File: config.mk
export PLATFORM = sky130hd
export DESIGN_NAME = ebc_regs
export DESIGN_NICKNAME = d
export VERILOG_FILES = /design/src/ebc_pkg.sv /design/src/ebc_regs.sv
export VERILOG_INCLUDE_DIRS = /design/src
export SDC_FILE = /design/constraint.sdc
export NUM_CORES = 1
export LEC_CHECK = 0
export ABC_AREA = 1
export BUFFER_PORTS_ARGS = -buffer_cell sky130_fd_sc_hd__buf_4
export CAP_MARGIN = 15
export CORE_MARGIN = 2
export CORE_UTILIZATION = 40
export DETAILED_ROUTE_END_ITERATION = 12
export PLACE_DENSITY = 0.69
export SLEW_MARGIN = 25
export SYNTH_ARGS = -nofsm -noshare
export SYNTH_HDL_FRONTEND = slang
export SYNTH_SLANG_ARGS = --single-unit
export TNS_END_PERCENT = 1
File: constraint.sdc
create_clock -name i_clk_sys -period 2.9 [get_ports i_clk_sys]
set_input_delay 0.58 -clock i_clk_sys [delete_from_list [all_inputs] [get_ports i_clk_sys]]
set_output_delay 0.58 -clock i_clk_sys [all_outputs]
set_load 0.03 [all_outputs]
File: src/ebc_cfg.svh
// Constants for the excitation and bias register bank.
// Assumes an APB master with 32-bit data and word-aligned accesses.
`ifndef EBC_CFG_SVH
`define EBC_CFG_SVH
`define EBC_AW 10
`define EBC_IDX_MAG 8'h06
`define EBC_IDX_ROUTE 8'h07
`define EBC_IDX_BIAS 8'h08
`define EBC_RST_MAG 8'h00
`define EBC_RST_ROUTE 8'hFF
`define EBC_RST_BIAS 8'h00
`define EBC_MAG_WMASK 8'hCF
`define EBC_BIT_RAIL 7
`define EBC_BIT_SWITCH 6
`define EBC_MAG_MSB 3
`define EBC_TWO_MSB 7
`define EBC_TWO_LSB 4
`define EBC_ONE_MSB 3
`define EBC_BIT_LEVEL 7
`define EBC_CONN_MSB 6
`define EBC_CODE_LAST_AIN 4'hB
`define EBC_CODE_REFP 4'h6
`define EBC_CODE_REFN 4'h7
`define EBC_CODE_LAST_SIX 4'h5
`define EBC_CODE_COMMON 4'hC
`define EBC_SLOT_COMMON 12
`define EBC_SLOT_REFP 13
`define EBC_SLOT_REFN 14
`endif

File: src/ebc_pkg.sv
// Types shared by the excitation and bias register bank.
// Assumes ebc_cfg.svh is on the include path.
package ebc_pkg;
    typedef logic [7:0] ebc_byte_t;
    typedef logic [3:0] ebc_code_t;
    // One-hot pin slot: 0-11 inputs, 12 common, 13/14 second refs
    typedef logic [14:0] ebc_route_t;
    typedef logic [6:0] ebc_conn_t;
    typedef logic [9:0] ebc_addr_t;
endpackage

File: src/ebc_regs.sv
// Excitation magnitude, excitation routing and sensor bias registers.
// Assumes an APB master on i_clk_sys and a power-down level from same-clock logic.
// The bus answers one cycle after setup; TWELVE_INPUTS picks the pin variant.
`timescale 1ns/10ps
`include "ebc_cfg.svh"

module ebc_regs #(
    parameter bit TWELVE_INPUTS = 1'b1
) (
    input wire logic i_clk_sys,
    input wire logic i_reset_n,
    input wire logic i_psel,
    input wire logic i_penable,
    input wire logic i_pwrite,
    input wire ebc_pkg::ebc_addr_t i_paddr,
    input wire logic [31:0] i_pwdata,
    output logic [31:0] o_prdata,
    output logic o_pready,
    output logic o_pslverr,
    input wire logic i_power_down,
    output logic o_rail_monitor_enable,
    output logic o_low_side_switch_closed,
    output ebc_pkg::ebc_code_t o_excitation_magnitude,
    output ebc_pkg::ebc_route_t o_source_one_route,
    output ebc_pkg::ebc_route_t o_source_two_route,
    output logic o_bias_level_select,
    output ebc_pkg::ebc_conn_t o_bias_connect,
    output logic o_bias_enable
);
    import ebc_pkg::*;

    ebc_byte_t mag_reg;
    ebc_byte_t route_reg;
    ebc_byte_t bias_reg;
    ebc_byte_t rdata_next;
    logic hit_next;
    logic wr_fire;

    // Register index to byte address
    function automatic ebc_addr_t addr_of(input ebc_byte_t idx);
        addr_of = {idx, 2'b00};
    endfunction

    // Route code to one-hot pin slot; unknown codes leave it floating
    function automatic ebc_route_t decode_route(input ebc_code_t code);
        ebc_route_t r;
        r = '0;
        if (code == `EBC_CODE_COMMON) begin
            r[`EBC_SLOT_COMMON] = 1'b1;
        end else if (!TWELVE_INPUTS && code == `EBC_CODE_REFP) begin
            r[`EBC_SLOT_REFP] = 1'b1;
        end else if (!TWELVE_INPUTS && code == `EBC_CODE_REFN) begin
            r[`EBC_SLOT_REFN] = 1'b1;
        end else if (TWELVE_INPUTS && code <= `EBC_CODE_LAST_AIN) begin
            r[code] = 1'b1;
        end else if (code <= `EBC_CODE_LAST_SIX) begin
            r[code] = 1'b1;
        end
        decode_route = r;
    endfunction

    // Read mux and address decode for the setup cycle
    always_comb begin
        rdata_next = '0;
        hit_next = 1'b1;
        case (i_paddr)
            addr_of(`EBC_IDX_MAG): rdata_next = mag_reg & `EBC_MAG_WMASK;
            addr_of(`EBC_IDX_ROUTE): rdata_next = route_reg;
            addr_of(`EBC_IDX_BIAS): rdata_next = bias_reg;
            default: hit_next = 1'b0;
        endcase
    end

    assign wr_fire = i_psel && i_penable && o_pready && i_pwrite;

    // Accepted write aimed at one register index
    function automatic logic store_to(input logic fire, input ebc_addr_t addr, input ebc_byte_t idx);
        store_to = fire && (addr == addr_of(idx));
    endfunction

    // Answer is prepared in setup so the access phase has no wait state
    always_ff @(posedge i_clk_sys) begin
        if (!i_reset_n) begin
            o_pready <= 1'b0;
            o_pslverr <= 1'b0;
            o_prdata <= '0;
        end else if (i_psel && !i_penable) begin
            o_pready <= 1'b1;
            o_pslverr <= !hit_next;
            o_prdata <= {24'h000000, rdata_next};
        end else begin
            o_pready <= 1'b0;
            o_pslverr <= 1'b0;
        end
    end

    // Magnitude register; reserved bits never store
    always_ff @(posedge i_clk_sys) begin
        if (!i_reset_n) begin
            mag_reg <= `EBC_RST_MAG;
        end else if (store_to(wr_fire && !o_pslverr, i_paddr, `EBC_IDX_MAG)) begin
            mag_reg <= i_pwdata[7:0] & `EBC_MAG_WMASK;
        end
    end

    // Routing register
    always_ff @(posedge i_clk_sys) begin
        if (!i_reset_n) begin
            route_reg <= `EBC_RST_ROUTE;
        end else if (store_to(wr_fire && !o_pslverr, i_paddr, `EBC_IDX_ROUTE)) begin
            route_reg <= i_pwdata[7:0];
        end
    end

    // Bias register, all bits writable
    always_ff @(posedge i_clk_sys) begin
        if (!i_reset_n) begin
            bias_reg <= `EBC_RST_BIAS;
        end else if (store_to(wr_fire && !o_pslverr, i_paddr, `EBC_IDX_BIAS)) begin
            bias_reg <= i_pwdata[7:0];
        end
    end

    // Excitation controls; power-down overrides the stored switch bit
    always_ff @(posedge i_clk_sys) begin
        if (!i_reset_n) begin
            o_rail_monitor_enable <= 1'b0;
            o_low_side_switch_closed <= 1'b0;
            o_excitation_magnitude <= '0;
        end else begin
            o_rail_monitor_enable <= mag_reg[`EBC_BIT_RAIL];
            o_low_side_switch_closed <= mag_reg[`EBC_BIT_SWITCH] && !i_power_down;
            o_excitation_magnitude <= mag_reg[`EBC_MAG_MSB:0];
        end
    end

    // Route decode, one table shared by both sources
    always_ff @(posedge i_clk_sys) begin
        if (!i_reset_n) begin
            o_source_one_route <= '0;
            o_source_two_route <= '0;
        end else begin
            o_source_one_route <= decode_route(route_reg[`EBC_ONE_MSB:0]);
            o_source_two_route <= decode_route(route_reg[`EBC_TWO_MSB:`EBC_TWO_LSB]);
        end
    end

    // Bias drive; the source is idle when no input is selected
    always_ff @(posedge i_clk_sys) begin
        if (!i_reset_n) begin
            o_bias_level_select <= 1'b0;
            o_bias_connect <= '0;
            o_bias_enable <= 1'b0;
        end else begin
            o_bias_level_select <= bias_reg[`EBC_BIT_LEVEL];
            o_bias_connect <= bias_reg[`EBC_CONN_MSB:0];
            o_bias_enable <= |bias_reg[`EBC_CONN_MSB:0];
        end
    end

    // One check per connection bit; any mix may be set at once
    for (genvar k = 0; k <= `EBC_CONN_MSB; k++) begin : g_bias_bit

    end
endmodule

### After elaboration in Yosys (flattened, before gate mapping)

Cells that the tools add are included.

* multipliers: 0
* add/subtract/negate cells: 0
* equal/unequal tests: 5
* reductions and logical operators: 20
* mux-type cells: 13
* shift operators: 0
* magnitude comparators: 8
* bitwise operators: 1
* divide/modulo/power cells: 0

Operators by type and width (count)
* $mux 15: 4
* $pmux 8 s3: 1
* $eq 10x5->1 const B: 2
* $logic_and 1x1->1: 11
* $eq 10x6->1 const B: 1
* $lt 4x5->1 const B: 2
* $demux 1 s4: 2
* $eq 4x4->1 const B: 2
* $ge 4x1->1 const B: 2
* $le 4x3->1 const B: 2
* $le 4x4->1 const B: 2
* $reduce_or 7->1: 1
* $mux 1: 6
* $logic_not 1->1: 4
* $reduce_or 2->1: 2
* $reduce_or 3->1: 1
* $reduce_and 2->1: 1
* $not 1->1: 1

* output and inout port bits: 79
* ROM bits: 0
* memories: 0
* word-level logic and storage cells: 63
* bits in writable memories: 0
* bits in registers: 77
* bits in latches: 0

### Logic depth before layout (Yosys ltp)

Gate-level depths: netlist of run 1.

* depth in word-level cells: 7
* gate-level depth with buffers: 9
* mapped depth without buffers: 9

### Worst setup path before layout of run 1

Ideal clock, no wire load.

* path kind: input port to flip-flop
* start: input port i_paddr[7]
* end: register route_reg[0]
* data arrival time: 1.398 ns
* data required time: 2.759 ns
* path slack: 1.361 ns
* stages on the path: 7
* path through: nor2_2 > nand3_2 > inv_2 > nand2_4 > nor2_8 > buf_8 > o211ai_1

* word-level cells in the longest chain between the ends: 2

RTL lines
* start: declaration: RTL line ebc_regs.sv:15 `input wire ebc_pkg::ebc_addr_t i_paddr,`
* $eq 10x5->1: RTL line ebc_regs.sv:78 `store_to = fire && (addr == addr_of(idx));`
* $logic_and 1x1->1: RTL line ebc_regs.sv:78
* end signal: assignment: RTL line ebc_regs.sv:109 `` route_reg <= `EBC_RST_ROUTE; ``
* end signal: assignment: RTL line ebc_regs.sv:111 `route_reg <= i_pwdata[7:0];`
* end: declaration: RTL line ebc_regs.sv:33 `ebc_byte_t route_reg;`

Every way passes these cells.
A chain may end at the register's enable or synchronous reset.

### Final worst setup path of run 1

* start: input port i_paddr[3]
* end: register bias_reg[2]

* word-level cells in the longest chain between the ends: 2

RTL lines
* $eq 10x6->1: RTL line ebc_regs.sv:78
* $logic_and 1x1->1: RTL line ebc_regs.sv:78
* end signal: assignment: RTL line ebc_regs.sv:118 `` bias_reg <= `EBC_RST_BIAS; ``
* end signal: assignment: RTL line ebc_regs.sv:120 `bias_reg <= i_pwdata[7:0];`
* end: declaration: RTL line ebc_regs.sv:34 `ebc_byte_t bias_reg;`

Every way passes these cells.

==> results of run 1 <==
-- area by class of cell --
| class | count | area, µm² | area share |
|---|---|---|---|
| sequential | 77 | 1540 | 0.420 |
| tap | 96 | 120 | 0.0327 |
| inverter | 34 | 128 | 0.0347 |
| timing repair buffer | 78 | 586 | 0.159 |
| clock buffer | 11 | 151 | 0.0412 |
| clock inverter | 5 | 58.8 | 0.0160 |
| multi-input combinational | 224 | 1090 | 0.296 |
-- through the flow --
stage / power (W) / area (µm²) / instances / hold slack [ps] / setup WS, ps
after floorplan: 0.00119 / 2980 / 366 / 417 / 1360
after global placement: 0.00120 / 3460 / 509 / 439 / 1090
after detailed placement: 0.00120 / 3460 / 509 / 437 / 1070
after CTS: 0.00202 / 3670 / 525 / 371 / 1440
after global routing: 0.00207 / 3670 / 525 / 369 / 1320
final: 0.00201 / 3670 / 525 / 382 / 1420
-- cells in the final DEF, fill, tap and decap left out, types with 3 or more instances in the layout --
cell / netlist / layout
o211ai_1: 6 / 6
buf_4: 24 / 78
nor3_1: 6 / 6
dfxtp_1: 77 / 77
nand3_1: 22 / 22
a21oi_1: 9 / 9
o21ai_1: 3 / 3
nor2_4: 5 / 5
nand2_1: 59 / 59
inv_1: 28 / 28
nor4_1: 3 / 3
clkbuf_8: 0 / 11
inv_2: 6 / 6
nor2_1: 55 / 55
o21ai_0: 13 / 13
conb_1: 1 / 28
nor2_8: 3 / 3
-- layer usage --
metal,share of wire,up-vias
met1,0.44,1024
met2,0.47,82
li1,-,1187
met3,0.080,9
met5,0,-
met4,0.014,0
-- path summary, 6_finish.rpt --
check,to,from,slack (ps)
setup / recovery,bias_reg[2]$_SDFFE_PN0P_,i_paddr[3],1420
hold reg to reg,o_bias_level_select$_SDFF_PN0_,bias_reg[7]$_SDFFE_PN0P_,450
setup reg to reg,mag_reg[7]$_SDFFE_PN0P_,o_pready$_SDFF_PN0_,1490
hold / removal,o_low_side_switch_closed$_SDFF_PN0_,i_power_down,380
-- where the power goes --
group          switching, W  total (W)  internal (W)
Clock              0.000382   0.000826      0.000444
Sequential       0.00000128    0.00106       0.00106
Combinational     0.0000877   0.000119     0.0000309
-- critical path: stages --
cell	delay, ps
buf_4	120
nor2_1	140
nand3_1	140
nor2_4	210
inv_2	100
nor2_8	150
inv_2	110
nor2_1	110
nor2_1	50
-- cell families after synthesis --
kind of cell | count (synthesis) | synth area share
compound gates | 34 | 0.0705
buf+inv | 65 | 0.120
flops | 77 | 0.536
other cells | 1 | 0.00130
simple gates | 162 | 0.272
==> results.json, run 1 <==
{
  "clk_pin_slew_ps": 70,
  "skew_ps": 7.20,
  "yosysWarnings": 0,
  "p_leak_nw": 1.85,
  "drt_wl_total_mm": 6.14,
  "drt_iter0_drc": 102,
  "whs_path_depth": 2,
  "critPathRequiredTime_ps": 3140,
  "gp_congestion": 0.843,
  "finalCriticalPeriod_ps": 1480,
  "synth_area_mm2": 0.00287,
  "rows": 30,
  "cts_tree": "yes",
  "worst_setup_path_end_kind": "register",
  "overflow": 0,
  "grt_pass1_wl_mm": 9.32,
  "cts_max_level": 3,
  "first_global_vias": 2032,
  "io_buffers": 78,
  "cap_violations": 0,
  "cts_root_buf": "clkbuf_8",
  "area_delta_synth_final_pct": 27.8,
  "status": "complete, no violations",
  "worstPathMaxFanout": 9,
  "finalCritPeriodShare": 0.509,
  "die_y_um": 88.8,
  "core_mm2": 0.00687,
  "ys_ff_latch": 77,
  "cts.path.max_buffers": 2,
  "synth_edf_count": 0,
  "hold_buffers": 0,
  "setup.worst_path.class": "in -> reg",
  "syn_area_per_cell_um2": 8.48,
  "top_usage_layer": "met2",
  "initial_core_util": 0.418,
  "synthFlopType": "dfxtp_1",
  "grt_use_met1": 0.195,
  "synth_top_area_frac": 0.536,
  "synthArstFlopShare": 0,
  "drtPass1Iterations": 4,
  "met3_usage": 0.0522,
  "antenna_found_initial": 0,
  "gr-usage-all-layers": 0.157,
  "wl_per_cell_um": 11.7,
  "ys_seq_area_frac": 0.536,
  "power_density_mw_per_mm2": 546,
  "dp_hpwl_mm": 4.52,
  "fillers": 672,
  "grt_max_degree": 44,
  "clk_latency_ps": 350,
  "ir_drop_v": 0.000208,
  "antenna_left": 0,
  "viasPerCell": 4.38,
  "synthTopCellsByCount": "dfxtp_1 (77), nand2_1 (59), nor2_1 (55)",
  "slew_violations": 0,
  "clock.fmax_mhz": 677,
  "die_x_um": 88.8,
  "postCtsSetupBuffers": 0,
  "hold_violations": 0,
  "met2_usage": 0.251,
  "io_pins": 127,
  "top_regs": "o_source_one_route x15, o_source_two_route x15",
  "final_nets": 472,
  "yosysTopAreaCell": "dfxtp_1",
  "rr_worst_depth": 7,
  "tns_ps": 0,
  "synth_most_common_cell": "dfxtp_1",
  "start_kind": "input pin",
  "drive_above_1_share": 0.277,
  "route.detailed.drc": 0,
  "setup_viol": 0,
  "fin_util": 0.535,
  "cts_resized": 0,
  "hp-class": "in -> reg",
  "cts_inserted_buffers": 9,
  "crit_arrival_ps": 1720,
  "diodes": 0,
  "die_area_mm2": 0.00788,
  "vias": 2302,
  "clock_sinks": 77,
  "rsz0062_at_grt": "no",
  "yosysUniqueCellTypes": 26,
  "ys_top_cells_by_area": "dfxtp_1 (54%), nand2_1 (7.7%), nor2_1 (7.2%)",
  "synthCells": 339
}
(Power assumes the default switching activity.)
==> run 2, diff against run 1 <==
==> constraint.sdc (replaced) <==
create_clock -name i_clk_sys -period 1.4 [get_ports i_clk_sys]
set_input_delay 0.28 -clock i_clk_sys [delete_from_list [all_inputs] [get_ports i_clk_sys]]
set_output_delay 0.28 -clock i_clk_sys [all_outputs]
set_load 0.03 [all_outputs]
==> run 2 against run 1 <==
  * Sequential share of layout area down 1.8 points
  * Critical path type is now reg -> reg
  * Clock skew up 1.2 ps
  * Hold slack worse by 290 ps
  * Global-route usage up 0.47 points
  * Final cell count up 2.3%
  * Largest cell class unchanged
  * Via count up 3.6%
  * Wire length up 0.86%
  * Power up 110%
  * Worst setup slack worse by 1400 ps
==> results.json, run 2 (synthesis gave the netlist of run 1 again) <==
{
  "die_area_mm2": 0.00788,
  "clock.fmax_mhz": 750,
  "cts_tree": "yes",
  "r2r-end": "mag_reg[7]$_SDFFE_PN0P_",
  "ir_drop_v": 0.000445,
  "p_total_w": 0.00430,
  "antenna_found_initial": 0,
  "wl_per_cell_um": 11.5,
  "drive_above_1_share": 0.299,
  "dp_hpwl_mm": 4.67,
  "cts_resized": 0,
  "clock_sinks": 77,
  "cp-endpoint": "mag_reg[7]$_SDFFE_PN0P_",
  "grt_max_degree": 32,
  "diodes": 0,
  "setup_viol": 0,
  "initial_core_util": 0.418,
  "finalCriticalPeriod_ps": 1330,
  "hp-class": "in -> reg",
  "max_stage_delay_ps": 330,
  "gr-usage-all-layers": 0.162,
  "route.detailed.drc": 0,
  "grt_pass1_wl_mm": 9.87,
  "final_nets": 484,
  "cts_inserted_buffers": 9,
  "cts_root_buf": "clkbuf_8",
  "drt_iter0_drc": 92,
  "stdcell_count": 537,
  "dp.cells": 521,
  "vias": 2384,
  "power_density_mw_per_mm2": 1120,
  "antenna_left": 0,
  "cts_max_level": 3,
  "viasPerCell": 4.44,
  "fin_area_mm2": 0.00384,
  "worst_setup_path_end_kind": "register",
  "drtPass1Iterations": 4,
  "rows": 30,
  "holdWs_ps": 89.0,
  "final_common_cell": "buf_4",
  "core_mm2": 0.00687,
  "clk_latency_ps": 340,
  "hold_violations": 0,
  "fillers": 658,
  "worstSetupStartpoint": "o_pready$_SDFF_PN0_",
  "rr_worst_depth": 8,
  "slew_violations": 0,
  "clk_pin_slew_ps": 80,
  "drt_wl_total_mm": 6.20,
  "crit_arrival_ps": 1610,
  "die_x_um": 88.8,
  "p_leak_nw": 1.94,
  "place_area_mm2": 0.00362,
  "slowest_stage": "dfxtp_2",
  "overflow": 0,
  "cap_violations": 0,
  "rrSetupSlack_ps": 70,
  "setup.worst_path.class": "reg -> reg",
  "io_buffers": 78,
  "status": "complete, no violations",
  "die_y_um": 88.8,
  "hold_buffers": 0,
  "postCtsSetupBuffers": 0,
  "r2r-start": "o_pready$_SDFF_PN0_",
  "worstPathMaxFanout": 7,
  "first_global_vias": 2266,
  "critPathRequiredTime_ps": 1680,
  "io_pins": 127,
  "finalCritPeriodShare": 0.952,
  "start_kind": "register",
  "gp_congestion": 0.863,
  "skew_ps": 8.40,
  "top_regs": "o_source_one_route x15, o_source_two_route x15",
  "rsz0062_at_grt": "yes",
  "cts.path.max_buffers": 2,
  "final_cell_mix": "buf_4 (85), dfxtp_1 (76), nand2_1 (59)",
  "path_cells": "inv_1 > nor3_2 > nand3_2 > buf_12 > nor2_4 > buf_4 > o21ai_1 > nor2_1",
  "area_delta_synth_final_pct": 33.7
}
==> run 2: power by group <==
group	switching, W	leakage, nW	internal [W]
combinational	0.000185	1.21	0.0000780
sequential	0.00000294	0.622	0.00220
clock	0.000824	0.113	0.00101
==> run 2: layer usage <==
layer  GRT usage  vias up  part of all wire
li1            -     1212                 -
met1       0.204     1089              0.45
met2       0.265       81              0.48
met3      0.0513        2             0.064
met4      0.0537        0            0.0027
met5           0        -                 0
==> run 2: final cells by class <==
cell class,instances,area (µm²),area share
Multi-Input combinational cell,224,1090,0.283
Clock inverter,7,100,0.0260
Timing Repair Buffer,90,738,0.192
Inverter,34,130,0.0339
Tap cell,96,120,0.0312
Clock buffer,9,124,0.0322
Sequential cell,77,1540,0.401
==> run 2: metrics by stage <==
step / utilization / setup slack (ps) / TNS, ps
floorplan: - / 2.30 / 0
global placement: 0.527 / -0.880 / -0.880
detailed placement: 0.527 / -28.6 / -88.3
CTS: 0.559 / 42.4 / 0
global route: 0.560 / -26.4 / -87.2
finish: 0.560 / 67.4 / 0
==> run 2: how the worst min path moves through the flow <==
stage | depth (start not counted) | start | slack, ps | to
CTS | 2 | i_power_down | 70 | o_low_side_switch_closed$_SDFF_PN0_
floorplan | 1 | i_power_down | 350 | o_low_side_switch_closed$_SDFF_PN0_
finish | 2 | i_power_down | 90 | o_low_side_switch_closed$_SDFF_PN0_
global placement | 2 | i_power_down | 440 | o_low_side_switch_closed$_SDFF_PN0_
global route | 2 | i_power_down | 70 | o_low_side_switch_closed$_SDFF_PN0_
detailed placement | 2 | bias_reg[7]$_SDFFE_PN0P_ | 440 | o_bias_level_select$_SDFF_PN0_
==> run 2: worst max-delay path, delay by kind of cell, from the launching register on <==
kind | cells | cell delay [ps]
AO/OA/AOI/OAI | 1 | 50
flip-flops | 1 | 330
AND/OR/NAND/NOR | 4 | 540
buffers and inverters | 3 | 350
